===== src/pbo_pkg.sv =====
// Package of constants for the bit order, polarity and reset stage
package pbo_pkg;
    localparam int PBO_SUB_W8 = 8;
    localparam int PBO_SUB_W10 = 10;
    localparam int PBO_DATA_W = 20;
    localparam int PBO_SYNC_STAGES = 2;
    localparam logic PBO_CFG_RST = 1'b0;
endpackage


===== src/pbo_edge_rst.sv =====
// Rising edge detector that turns a reset request into a held reset
`timescale 1ns/100ps
`default_nettype none
module pbo_edge_rst
    import pbo_pkg::*;
(
    // Clock and reset
    input wire logic clk_in,
    input wire logic rst_in,
    // Synchronised request level
    input wire logic req_in,
    // Reset seen by the path, held while the request stands
    output logic rst_out,
    output logic edge_out
);
    typedef struct packed {
        logic prev;
        logic hold;
        logic edge_p;
    } pbo_edge_t;
    pbo_edge_t s_q;
    pbo_edge_t s_d;

    always_comb begin
        s_d = s_q;
        s_d.prev = req_in;
        s_d.edge_p = req_in & ~s_q.prev;
        // Edge starts the reset; it stays until the request drops
        if (req_in & ~s_q.prev) begin
            s_d.hold = 1'b1;
        end else if (!req_in) begin
            s_d.hold = 1'b0;
        end
    end

    always_ff @(posedge clk_in) begin
        if (rst_in) begin
            s_q <= '0;
        end else begin
            s_q <= s_d;
        end
    end

    assign rst_out = s_q.hold;
    assign edge_out = s_q.edge_p;
endmodule
`default_nettype wire


===== src/pbo_lane.sv =====
// Lane bit order, byte order, polarity and reset stage
`timescale 1ns/100ps
`default_nettype none
// Summary of operation
// - With TX bit reversal configured, reverse each TX word before the serializer.
// - RX bit reverse enable flips RX word order to MSB-first; synchronised first.
// - RX byte reverse enable swaps sub-words, for 8 or 10 bit sub-words.
// - With TX inversion enabled, TX polarity input inverts TX data.
// - With RX inversion enabled, RX polarity input inverts RX data.
// - With idle port enabled, idle input forces the transmitter to electrical idle.
// - Control ports exist even when their function is disabled.
// - PLL powerdown is active high, edge sensitive, resets the TX PLL.
// - TX analog reset resets TX analog, clock generation and serializer.
// - TX digital reset resets the TX datapath digital logic.
// - RX analog reset resets the CDR and deserializer.
// - RX digital reset resets the RX datapath digital logic.
module pbo_lane
    import pbo_pkg::*;
#(
    parameter int DATA_W = PBO_DATA_W
) (
    // Clock and reset
    input wire logic clk_in,
    input wire logic rst_in,
    // Static configuration
    input wire logic cfg_tx_bitrev_in,
    input wire logic cfg_rx_bitrev_in,
    input wire logic cfg_rx_byterev_in,
    input wire logic cfg_tx_polinv_in,
    input wire logic cfg_rx_polinv_in,
    input wire logic cfg_tx_idle_in,
    input wire logic cfg_sub10_in,
    // Asynchronous controls from the fabric
    input wire logic rx_bitrev_en_in,
    input wire logic rx_byterev_en_in,
    input wire logic tx_polinv_in,
    input wire logic rx_polinv_in,
    input wire logic tx_idle_in,
    // Reset requests
    input wire logic pll_pwrdn_in,
    input wire logic tx_ana_rst_in,
    input wire logic tx_dig_rst_in,
    input wire logic rx_ana_rst_in,
    input wire logic rx_dig_rst_in,
    // TX data
    input wire logic [DATA_W-1:0] tx_data_in,
    output logic [DATA_W-1:0] tx_ser_out,
    output logic tx_idle_out,
    // RX data
    input wire logic [DATA_W-1:0] rx_des_in,
    output logic [DATA_W-1:0] rx_data_out,
    // Reset state seen by the analog section
    output logic pll_rst_out,
    output logic tx_ana_rst_out,
    output logic rx_ana_rst_out
);
    localparam int NSIG = 10;

    typedef struct packed {
        logic [DATA_W-1:0] tx_word;
        logic [DATA_W-1:0] rx_des;
        logic [DATA_W-1:0] rx_word;
        logic tx_idle;
        logic pll_rst;
        logic tx_ana_rst;
        logic rx_ana_rst;
    } pbo_state_t;
    pbo_state_t s_q;
    pbo_state_t s_d;

    logic [NSIG-1:0] raw;
    logic [NSIG-1:0] syn;
    logic tx_dig_rst;
    logic rx_dig_rst;
    logic pll_rst;
    logic tx_ana_rst;
    logic rx_ana_rst;
    logic pll_edge;
    logic tx_edge;
    logic rx_edge;

    function automatic logic [DATA_W-1:0] bit_rev(input logic [DATA_W-1:0] w);
        logic [DATA_W-1:0] r;
        r = '0;
        for (int i = 0; i < DATA_W; i++) begin
            r[i] = w[DATA_W-1-i];
        end
        return r;
    endfunction

    // Sub-word swap; sub-word width chosen by configuration
    function automatic logic [DATA_W-1:0] byte_rev(input logic [DATA_W-1:0] w, input logic sub10);
        logic [DATA_W-1:0] r;
        int n;
        int sw;
        r = w;
        sw = sub10 ? PBO_SUB_W10 : PBO_SUB_W8;
        n = DATA_W / sw;
        for (int k = 0; k < DATA_W; k++) begin
            if (k < n * sw) begin
                r[k] = w[(n - 1 - k / sw) * sw + k % sw];
            end
        end
        return r;
    endfunction

    // All fabric controls are asynchronous, so every one is synchronised
    assign raw = {rx_bitrev_en_in, rx_byterev_en_in, tx_polinv_in, rx_polinv_in, tx_idle_in,
                  pll_pwrdn_in, tx_ana_rst_in, tx_dig_rst_in, rx_ana_rst_in, rx_dig_rst_in};

    genvar g;
    generate
        for (g = 0; g < NSIG; g++) begin : g_sync
            pbo_sync u_sync (
                .clk_in(clk_in),
                .rst_in(rst_in),
                .d_in(raw[g]),
                .q_out(syn[g])
            );
        end
    endgenerate

    assign tx_dig_rst = syn[2];
    assign rx_dig_rst = syn[0];

    pbo_edge_rst u_pll (
        .clk_in(clk_in),
        .rst_in(rst_in),
        .req_in(syn[4]),
        .rst_out(pll_rst),
        .edge_out(pll_edge)
    );

    pbo_edge_rst u_txa (
        .clk_in(clk_in),
        .rst_in(rst_in),
        .req_in(syn[3]),
        .rst_out(tx_ana_rst),
        .edge_out(tx_edge)
    );

    pbo_edge_rst u_rxa (
        .clk_in(clk_in),
        .rst_in(rst_in),
        .req_in(syn[1]),
        .rst_out(rx_ana_rst),
        .edge_out(rx_edge)
    );

    always_comb begin
        logic [DATA_W-1:0] t;
        logic [DATA_W-1:0] r;
        t = tx_data_in;
        r = s_q.rx_des;
        s_d = s_q;
        s_d.pll_rst = pll_rst;
        s_d.tx_ana_rst = tx_ana_rst;
        s_d.rx_ana_rst = rx_ana_rst;
        if (cfg_tx_bitrev_in) begin
            t = bit_rev(t);
        end
        // Enables gate the port; the port stays present when disabled
        if (cfg_tx_polinv_in && syn[7]) begin
            t = ~t;
        end
        if (cfg_rx_polinv_in && syn[6]) begin
            r = ~r;
        end
        if (cfg_rx_bitrev_in && syn[9]) begin
            r = bit_rev(r);
        end
        if (cfg_rx_byterev_in && syn[8]) begin
            r = byte_rev(r, cfg_sub10_in);
        end
        s_d.tx_idle = cfg_tx_idle_in & syn[5];
        // Idle or serializer reset sends nothing
        s_d.tx_word = (s_d.tx_idle || tx_ana_rst) ? '0 : t;
        // Deserializer words ignored until its reset output has dropped too
        s_d.rx_des = (rx_ana_rst || s_q.rx_ana_rst) ? '0 : rx_des_in;
        s_d.rx_word = r;
        if (tx_dig_rst) begin
            s_d.tx_word = '0;
        end
        if (rx_dig_rst) begin
            s_d.rx_des = '0;
            s_d.rx_word = '0;
        end
    end

    always_ff @(posedge clk_in) begin
        if (rst_in) begin
            s_q <= '0;
        end else begin
            s_q <= s_d;
        end
    end

    assign tx_ser_out = s_q.tx_word;
    assign tx_idle_out = s_q.tx_idle;
    assign rx_data_out = s_q.rx_word;
    assign pll_rst_out = s_q.pll_rst;
    assign tx_ana_rst_out = s_q.tx_ana_rst;
    assign rx_ana_rst_out = s_q.rx_ana_rst;

    a_tx_idle_zero: assert property (@(posedge clk_in) disable iff (rst_in)
        tx_idle_out |-> tx_ser_out == '0) else $error("idle not quiet");
    a_tx_inv_path: assert property (@(posedge clk_in) disable iff (rst_in)
        (!cfg_tx_bitrev_in && cfg_tx_polinv_in && syn[7] && !tx_dig_rst && !tx_ana_rst && !s_d.tx_idle)
        |=> tx_ser_out == ~$past(tx_data_in)) else $error("tx inversion wrong");
    a_tx_rev_path: assert property (@(posedge clk_in) disable iff (rst_in)
        (cfg_tx_bitrev_in && !(cfg_tx_polinv_in && syn[7]) && !tx_dig_rst && !tx_ana_rst && !s_d.tx_idle)
        |=> tx_ser_out == bit_rev($past(tx_data_in))) else $error("tx reversal wrong");
    a_tx_dig_clear: assert property (@(posedge clk_in) disable iff (rst_in)
        tx_dig_rst |=> tx_ser_out == '0) else $error("tx not reset");
    a_rx_dig_clear: assert property (@(posedge clk_in) disable iff (rst_in)
        rx_dig_rst |=> rx_data_out == '0) else $error("rx not reset");
    a_pll_edge_hold: assert property (@(posedge clk_in) disable iff (rst_in)
        pll_edge |=> pll_rst_out) else $error("pll reset missed");
    // Checked one cycle on, so a single-cycle request pulse is covered too
    a_tx_ana_edge: assert property (@(posedge clk_in) disable iff (rst_in)
        tx_edge |=> tx_ana_rst_out && tx_ser_out == '0) else $error("tx analog reset missed");
    a_rx_ana_edge: assert property (@(posedge clk_in) disable iff (rst_in)
        rx_edge |=> rx_ana_rst_out) else $error("rx analog reset missed");
    a_rx_inv_path: assert property (@(posedge clk_in) disable iff (rst_in)
        (cfg_rx_polinv_in && syn[6] && !(cfg_rx_bitrev_in && syn[9]) && !(cfg_rx_byterev_in && syn[8])
        && !rx_dig_rst) |=> rx_data_out == ~$past(s_q.rx_des)) else $error("rx inversion wrong");

    // Remaining RX orderings except inversion with byte swap alone, including the untouched word
    a_rx_rev_path: assert property (@(posedge clk_in) disable iff (rst_in)
        (cfg_rx_bitrev_in && syn[9] && !(cfg_rx_polinv_in && syn[6]) && !(cfg_rx_byterev_in && syn[8])
        && !rx_dig_rst) |=> rx_data_out == bit_rev($past(s_q.rx_des)))
        else $error("rx reversal wrong");
    a_rx_swap_path: assert property (@(posedge clk_in) disable iff (rst_in)
        (cfg_rx_byterev_in && syn[8] && !(cfg_rx_polinv_in && syn[6]) && !(cfg_rx_bitrev_in && syn[9])
        && !rx_dig_rst) |=> rx_data_out == byte_rev($past(s_q.rx_des), $past(cfg_sub10_in)))
        else $error("rx byte swap wrong");
    a_rx_pol_rev: assert property (@(posedge clk_in) disable iff (rst_in)
        (cfg_rx_polinv_in && syn[6] && cfg_rx_bitrev_in && syn[9] && !(cfg_rx_byterev_in && syn[8])
        && !rx_dig_rst) |=> rx_data_out == bit_rev(~$past(s_q.rx_des)))
        else $error("rx invert and reverse wrong");
    a_rx_rev_swap: assert property (@(posedge clk_in) disable iff (rst_in)
        (cfg_rx_bitrev_in && syn[9] && cfg_rx_byterev_in && syn[8] && !(cfg_rx_polinv_in && syn[6])
        && !rx_dig_rst) |=> rx_data_out == byte_rev(bit_rev($past(s_q.rx_des)), $past(cfg_sub10_in)))
        else $error("rx reverse and swap wrong");
    a_rx_all_path: assert property (@(posedge clk_in) disable iff (rst_in)
        (cfg_rx_polinv_in && syn[6] && cfg_rx_bitrev_in && syn[9] && cfg_rx_byterev_in && syn[8]
        && !rx_dig_rst) |=> rx_data_out == byte_rev(bit_rev(~$past(s_q.rx_des)), $past(cfg_sub10_in)))
        else $error("rx full reorder wrong");
    a_rx_plain_path: assert property (@(posedge clk_in) disable iff (rst_in)
        (!(cfg_rx_polinv_in && syn[6]) && !(cfg_rx_bitrev_in && syn[9]) && !(cfg_rx_byterev_in && syn[8])
        && !rx_dig_rst) |=> rx_data_out == $past(s_q.rx_des))
        else $error("rx word altered");

    // Data held quiet while a path reset stands
    a_rx_ana_clear: assert property (@(posedge clk_in) disable iff (rst_in)
        rx_ana_rst |=> s_q.rx_des == '0)
        else $error("rx word taken in reset");
    a_rx_ana_late: assert property (@(posedge clk_in) disable iff (rst_in)
        rx_ana_rst_out |=> s_q.rx_des == '0)
        else $error("rx word taken before release");
    a_rx_dig_feed: assert property (@(posedge clk_in) disable iff (rst_in)
        rx_dig_rst |=> s_q.rx_des == '0)
        else $error("rx input not reset");
    a_tx_ana_quiet: assert property (@(posedge clk_in) disable iff (rst_in)
        tx_ana_rst |=> tx_ser_out == '0)
        else $error("tx sent in analog reset");

    // Remaining TX paths and the idle gate
    a_tx_plain_path: assert property (@(posedge clk_in) disable iff (rst_in)
        (!cfg_tx_bitrev_in && !(cfg_tx_polinv_in && syn[7]) && !tx_dig_rst && !tx_ana_rst && !s_d.tx_idle)
        |=> tx_ser_out == $past(tx_data_in))
        else $error("tx word altered");
    a_tx_both_path: assert property (@(posedge clk_in) disable iff (rst_in)
        (cfg_tx_bitrev_in && cfg_tx_polinv_in && syn[7] && !tx_dig_rst && !tx_ana_rst && !s_d.tx_idle)
        |=> tx_ser_out == ~bit_rev($past(tx_data_in)))
        else $error("tx reverse and invert wrong");
    a_tx_idle_set: assert property (@(posedge clk_in) disable iff (rst_in)
        (cfg_tx_idle_in && syn[5]) |=> tx_idle_out)
        else $error("idle not forced");
    a_tx_idle_gate: assert property (@(posedge clk_in) disable iff (rst_in)
        !cfg_tx_idle_in |=> !tx_idle_out)
        else $error("idle forced while disabled");

    // Reset outputs follow the synchronised request within two cycles
    a_pll_rise_seen: assert property (@(posedge clk_in) disable iff (rst_in)
        $rose(syn[4]) |-> ##2 pll_rst_out)
        else $error("pll reset late");
    a_pll_drop_seen: assert property (@(posedge clk_in) disable iff (rst_in)
        !syn[4] |-> ##2 !pll_rst_out)
        else $error("pll reset stuck");
    a_tx_ana_rise: assert property (@(posedge clk_in) disable iff (rst_in)
        $rose(syn[3]) |-> ##2 tx_ana_rst_out)
        else $error("tx analog reset late");
    a_tx_ana_drop: assert property (@(posedge clk_in) disable iff (rst_in)
        !syn[3] |-> ##2 !tx_ana_rst_out)
        else $error("tx analog reset stuck");
    a_rx_ana_rise: assert property (@(posedge clk_in) disable iff (rst_in)
        $rose(syn[1]) |-> ##2 rx_ana_rst_out)
        else $error("rx analog reset late");
    a_rx_ana_drop: assert property (@(posedge clk_in) disable iff (rst_in)
        !syn[1] |-> ##2 !rx_ana_rst_out)
        else $error("rx analog reset stuck");
endmodule
`default_nettype wire


===== src/pbo_sync.sv =====
// Two flip-flop level synchroniser
`timescale 1ns/100ps
`default_nettype none
module pbo_sync
    import pbo_pkg::*;
(
    // Clock and reset
    input wire logic clk_in,
    input wire logic rst_in,
    // Level
    input wire logic d_in,
    output logic q_out
);
    typedef struct packed {
        logic meta;
        logic sync;
    } pbo_sync_t;
    pbo_sync_t s_q;
    pbo_sync_t s_d;

    always_comb begin
        s_d = s_q;
        s_d.meta = d_in;
        s_d.sync = s_q.meta;
    end

    always_ff @(posedge clk_in) begin
        if (rst_in) begin
            s_q <= '0;
        end else begin
            s_q <= s_d;
        end
    end

    assign q_out = s_q.sync;
endmodule
`default_nettype wire


===== config.mk =====
export PLATFORM = sky130hd
export DESIGN_NAME = pbo_lane
export DESIGN_NICKNAME = d
export VERILOG_FILES = /design/src/pbo_pkg.sv /design/src/pbo_edge_rst.sv /design/src/pbo_lane.sv /design/src/pbo_sync.sv
export SDC_FILE = /design/constraint.sdc
export NUM_CORES = 1
export LEC_CHECK = 0
export BUFFER_PORTS_ARGS = -buffer_cell sky130_fd_sc_hd__buf_2
export CAP_MARGIN = 20
export CORE_MARGIN = 1
export CORE_UTILIZATION = 48
export DETAILED_ROUTE_END_ITERATION = 6
export PLACE_DENSITY = 0.76
export SYNTH_ARGS = -nofsm -noshare
export SYNTH_HDL_FRONTEND = slang
export SYNTH_SLANG_ARGS = --single-unit

===== constraint.sdc =====
create_clock -name clk_in -period 1.6 [get_ports clk_in]
set_input_delay 0.4 -clock clk_in [delete_from_list [all_inputs] [get_ports clk_in]]
set_output_delay 0.4 -clock clk_in [all_outputs]
set_load 0.02 [all_outputs]

==> results of run 1 <==
cell type report:
type,count,share of cell area
inverter,3,0.00230
clock buffer,11,0.0289
multi-input combinational,243,0.401
clock inverter,5,0.00767
timing repair buffer,134,0.165
tap,105,0.0269
sequential,90,0.369
state kept, by name, summed over array words and instances (netlist names), 10 cells and up:
signal / cells
g_sync.u_sync.q_out: 10
g_sync.u_sync.s_d: 10
rx_data_out: 20
s_q: 20
tx_ser_out: 20
cell usage in the layout (no fill, tap or decap), types with 10 or more instances in the layout:
cell,n
mux2i_1,59
nand2_1,17
buf_4,26
and2_1,22
xnor2_1,24
nor2_1,34
buf_2,102
dfxtp_1,89
clkbuf_8,10
nor2b_1,23
cell families after synthesis:
logic type             count (synthesis)  synth area share
multiplexers                          73             0.217
XOR/XNOR                              24            0.0505
buffers and inverters                 62             0.100
flip-flops                            90             0.433
AND/OR/NAND/NOR                      120             0.150
AO/OA/AOI/OAI                         25            0.0490
layer usage:
| layer | wire [µm] | vias to the layer above | part of all wire |
|---|---|---|---|
| met5 | 0 | - | 0 |
| met4 | 174 | 0 | 0.020 |
| met3 | 647 | 18 | 0.076 |
| met2 | 4150 | 117 | 0.49 |
| met1 | 3570 | 1368 | 0.42 |
| li1 | - | 1477 | - |
critical path, cell delays in order, from the launching register on:
cell and delay, ns:
dfxtp_2 0.37, and2_4 0.21, mux4_1 0.59, a221o_1 0.31
final timing paths:
path	start	end
hold / removal	rx_des_in[16]	s_q[40]
hold reg to reg	u_pll.s_q[2]	u_pll.rst_out
setup / recovery	g_sync[9].u_sync.q_out	rx_data_out[1]
setup reg to reg	g_sync[9].u_sync.q_out	rx_data_out[1]
metrics by stage:
| stage | setup TNS [ns] | hold WS [ns] |
|---|---|---|
| floorplan | -0.116 | 0.396 |
| global placement | -1.60 | 0.400 |
| detailed placement | -1.74 | 0.408 |
| CTS | 0 | 0.227 |
| global route | -0.0657 | 0.226 |
| finish | 0 | 0.238 |
timing repair:
item	in CTS	in global routing
setup endpoints to repair	2	7
gates resized for setup	0	5
hold buffers	0	0
pin swaps	1	2
gates cloned	1	0
power by group:
group / internal, µW / total (µW) / switching (µW)
Sequential: 2370 / 2440 / 67.9
Combinational: 362 / 739 / 377
Clock: 616 / 1420 / 806
==> summary by stage, run 1 <==
Status
The flow ran to the end, and the final reports show no timing, DRC or antenna violations.

Cells and area
The proportion of layout cells with a drive suffix above 1 is 0.348. The area of all sequential standard cells is 1800 µm². The number of cells in the finished layout apart from fillers is 591. The total non-filler cell area in the finished layout is 4890 µm². The repair_antennas step left the layout with diodes totalling 0.

At the end of the flow, the number of nets in the layout was 540. The total area of multi-input combinational cells is 1960 µm². Relative to the synthesized area, the layout overhead comes to 17.5%. The final core area utilization is 0.589.

The number of fill cells is 699.

Hold path
The worst hold path passes through 2 cells. The path class of the tightest hold or removal check is in2reg.

STA
The number of endpoints with negative hold slack in the final report is 0. The highest attainable clock frequency is 632 MHz. Setup repair after global routing could not meet its margin everywhere. In the finished design, the share of the clock period the worst path needs comes to 0.989. The worst-margin pin slew is 0.438 ns.

The worst-case clock skew is 0.00850 ns. Setup violations remaining at the end of the flow were counted as 0. The post-route worst setup slack is 0.0183 ns. The shortest period the worst path allows is 1.58 ns. The final number of max-transition violations was 0. Headroom to the max-slew limit came out at 0.706.

Floorplan
The chip height is 95.2 µm. The initial core utilization is 0.502. The die covers 9050 µm². Row generation in the floorplan step produced 33 rows. 103 I/O pins were placed. The core region is 8300 µm². The die is 95.2 µm wide.

Setup path
The setup slack of the worst register-to-register path is 0.02 ns. The type of the worst setup path is reg2reg. The worst setup path is launched from a register. The worst register-to-register path has a depth of 3. The required time of the critical path is 1.85 ns.

The capturing element type of the critical path is a register. Along the worst path, the maximum fanout reaches 5. Data arrives at the worst endpoint at 1.83 ns.

Logic synthesis
By area the synthesized netlist is led by dfxtp_1, mux2i_1, buf_4, xnor2_1, nor2b_1. By count the netlist is led by dfxtp_1, mux2i_1, buf_4. The sequential cell area fraction in the yosys report is 0.433.

The share of synthesized area in the top cell type comes to 0.433. The biggest area consumer among synthesized cells is dfxtp_1. The share of synthesized registers carrying an async set or reset is 0. In the synthesized netlist the dominant register cell turns out to be dfxtp_1.

During synthesis, Yosys emitted a total of 0 warnings. Dividing the synthesized area by the synthesized cell count gives 10.6 µm². In this run, synthesis produced a sequential element count of 90. After technology mapping, the gate count stands at 394.

Yosys mapped a number of flops with a built-in enable equal to 0. The count of different cell masters after synthesis is 36. Synthesis produced a netlist with a net count of 453. The most instantiated library cell after synthesis is dfxtp_1.

Summing every instance area after synthesis gives 4170 µm².

CTS
TritonCTS created 9 clock buffers. The insertion delay of the later-clocked pin in the worst-skew pair is 0.35 ns. Counting along the longest clock path gives a buffer depth of 2. The tree is rooted in a clkbuf_8. The clock drives 90 sinks. The clock-pin transition on the worst setup and hold timing paths is 0.09 ns. Buffers added to address setup during post-CTS repair amount to 0. The H-tree generated during clock tree synthesis spans 3 levels.

The TritonCTS clock tree is done.

Placement
In this run the tool buffered the top-level ports with 102 buffer cells. Detailed placement ended at an HPWL of 6460 µm. In this run, placement finished with an instance count of 574.

The final weighted congestion of routability-driven global placement is 0.865. Once placement finished, the instance area stood at 4690 µm². Prior to clock tree synthesis, the placed netlist has a worst setup slack of -0.161 ns.

Route
The antenna violation net count after detailed routing is 0. The final route contains 2,980 vias. The post-route DRC violation count is 0. The average routed wire per standard cell is 14.5 µm. Using the TritonRoute via totals, the vias-per-cell ratio works out to 5.04. The overall routed net length is 8540 µm.

The first-pass iteration count of the detailed router is 4. The iteration-0 DRC count of the detailed router is 105.

Global routing
Across every metal layer, demand over resource in global routing totals 0.196. The initial antenna violation count was 0. Entering global routing, the biggest net connects 29 pins. The global routing met3 resource utilization is 0.0574. The first global-routing pass estimated 13,500 µm of wire. The global-route layer with the greatest usage is met2. The total overflow left after global routing is 0. For met1 alone, demand over resource in global routing was 0.232.

The met2 global-route usage is 0.330. The via count of the first global-routing pass came to 2,865.

Pwr
Dividing total power by cell area gives a power density of 940 nW/µm². Across the VDD grid, the largest voltage drop is 0.000470 V. The total leakage power is 0.00232 µW. The total power draw is 4600 µW.

Job
Across the run, the number of max-cap violations was 0.
No activity file was read; power rests on OpenSTA's default activity.
==> inputs of run 2 (changes only) <==
--- a/config.mk
+++ b/config.mk
@@ -13,4 +13,5 @@
 export PLACE_DENSITY = 0.76
 export SYNTH_ARGS = -nofsm -noshare
 export SYNTH_HDL_FRONTEND = slang
+export SYNTH_HIERARCHICAL = 1
 export SYNTH_SLANG_ARGS = --single-unit
==> run 2 against run 1 <==
Compared with the run above:
- clock power rose by 7%
- total power rose by 2.3%
- first-iteration DRC count rose by 25%
- sequential cell count did not move
- critical path depth rose by 1
- count of clock-buffer cells in the layout fell by 2
- largest cell class unchanged
- combinational power barely moved
- fmax fell by 1.1%
==> summary by stage, run 2 <==
Global routing
The largest net degree at the start of global routing is 28. The via count of the first global-routing pass was 2,996. The total track usage is 0.200. The first global-routing pass estimated 13,700 µm of wire. The initial antenna violation count is 0. For this run the aggregate overflow at the end of global routing stands at 0.

STA
The final number of max-transition violations is 0. Setup repair after global routing could not meet its margin everywhere. In this run the tightest slew margin relative to its limit is 0.736. In the final timing run, aggregate negative setup slack is 0 ns. The shortest period the worst path allows is 1.60 ns. The tightest hold path in the finished design has a slack of 0.228 ns. The worst-case clock skew is 0.0105 ns. The highest attainable clock frequency is 625 MHz. Setup violations remaining at the end of the flow were counted as 0. The number of endpoints with negative hold slack in the final report is 0. Of the available clock period, the critical path in the final layout requires 1.00.

The worst-margin pin slew is 0.396 ns.

Floorplan
The x dimension of the die is 94.7 µm. For this configuration, the core starts out at a cell density of 0.500. The core footprint is 8260 µm². From bottom edge to top edge, the die measures 94.7 µm.

The area of the die is 8980 µm². Row generation in the floorplan step produced 33 rows. Pin placement for this block handled 103 I/O pins.

Cells and area
The number of antenna diodes in the final layout is 0. From synthesis to final layout, the design area changed by 19.2%. The count of cells in the finished layout, fillers not included, comes to 585. The most common cell after layout, fill and taps aside is buf_2. The total non-filler cell area in the finished layout is 4920 µm². Of the cells placed in the final design, the portion with a size suffix greater than 1 is 0.383. In the layout the commonest cells are buf_2, dfxtp_1, mux2i_1, buf_4, nor2_1. At the end of the flow, the number of nets in the layout was 534.

Pwr
The largest voltage drop on the vdd net is 0.000511 V. The design draws 4700 µW. The total leakage power is 0.00232 µW. Dividing total power by cell area gives a power density of 956 nW/µm².

CTS
TritonCTS built the clock tree. The H-tree was split into 3 levels. The longest clock path from root to sink contains 2 buffers.

The CTS root buffer is clkbuf_8. The clock drives 90 sinks. The insertion delay of the later-clocked pin in the worst-skew pair is 0.37 ns. The number of clock buffers inserted by TritonCTS is 9.

The clock-pin transition on the worst setup and hold timing paths is 0.10 ns.

Status
The flow ran to the end, and the final reports show no timing, DRC or antenna violations.

Placement
The congestion estimate from routability-driven global placement came to 0.883. The post-place instance area is 4660 µm². The half-perimeter wire length after detailed placement is 6450 µm.

The placed cell count is 564. The number of buffers added on ports is 102.

Setup path
For the worst setup path, the data arrival time is 1.89 ns. Of all nets on the critical path, the largest fanout is 7. Measured in cells, the most critical reg-to-reg path has a length of 4.

The required time of the critical path is 1.89 ns. The worst setup path is launched from a register. The capturing element type of the critical path is a register. The critical path is of the reg2reg type.

Route
The per-cell via count in the routed design is 5.09. The average routed wire per standard cell is 14.7 µm. Once detail routing completed, the nets flagged for antenna violations numbered 0.

The overall via count from detail_route is 2,979. Before antenna repair, the detailed router went through 4 iterations. In the routed design, unresolved DRC markers number 0.

The detailed router finished its first iteration with 131 violations. The final layout contains routed wiring with a total length of 8590 µm.

Logic synthesis
Yosys printed 6 warnings. The cell area that synthesis handed to floorplanning was 4130 µm². The post-synthesis area per instance is 10.7 µm². Counting every instance in the synthesized netlist gives 386. The total nets after synthesis is 445.

Hold path
The hold-critical path depth is 2. The type of the most critical hold path is in2reg.

Job
The reported max-cap violation count is 0.
[run 2: cell types whose count changed in the layout (fill, tap and decap cells not counted), moves of 4 or more]
cell and delta:
mux4_2 +6, mux4_1 -4, a211oi_1 +5, a21boi_0 -6, a21oi_1 +4, nor2_1 -9
mux2i_1 -4
[run 2: timing repair]
item | in CTS | in global routing
setup endpoints to repair | 5 | 11
pin swaps | 1 | 5
hold buffers | 0 | 0
gates resized for setup | 1 | 6
setup buffers | 1 | 4
[run 2: critical path, cell delays in order (launching register included)]
cell and delay (ns):
dfxtp_4 0.39, and2_4 0.23, mux4_2 0.55, xor2_2 0.17, a211oi_2 0.18
[run 2: metrics by stage]
stage	util	setup WS, ns
after floorplan	-	0.000331
after global placement	0.564	-0.165
after detailed placement	0.564	-0.195
after CTS	0.588	0.00189
after global routing	0.596	-0.0381
final	0.596	0.000248
[run 2: routing by layer]
layer  vias to the layer above  track usage  part of all wire
li1                       1453            -                 -
met2                       108        0.334              0.50
met3                        17       0.0789             0.074
met1                      1401        0.224              0.41
met5                         -            0                 0
met4                         0       0.0884             0.026
[run 2: path summary, 6_finish.rpt]
path	start	end	slack [ns]
worst max register to register	g_sync[9].u_sync/q_out	rx_data_out[12]	0.0002
worst min register to register	u_rxa/s_q[2]	u_rxa/rst_out	0.42
worst max-delay path	g_sync[9].u_sync/q_out	rx_data_out[12]	0.0002
worst min-delay path	rx_des_in[16]	s_q[40]	0.23
[run 2: power by group]
group,total [µW],switching [µW],leakage [µW],internal (µW)
Sequential,2440,73.6,0.000743,2370
Combinational,742,377,0.00148,365
Clock,1520,911,0.0000958,608
Total,4700,1360,0.00232,3340
[run 2: area by class of cell]
cell class,count,area [µm²]
Fill cell,732,3340
Clock buffer,9,124
Sequential cell,90,1810
Tap cell,105,131
Inverter,6,22.5
Clock inverter,7,67.6
Multi-Input combinational cell,232,1950
Timing Repair Buffer,136,823
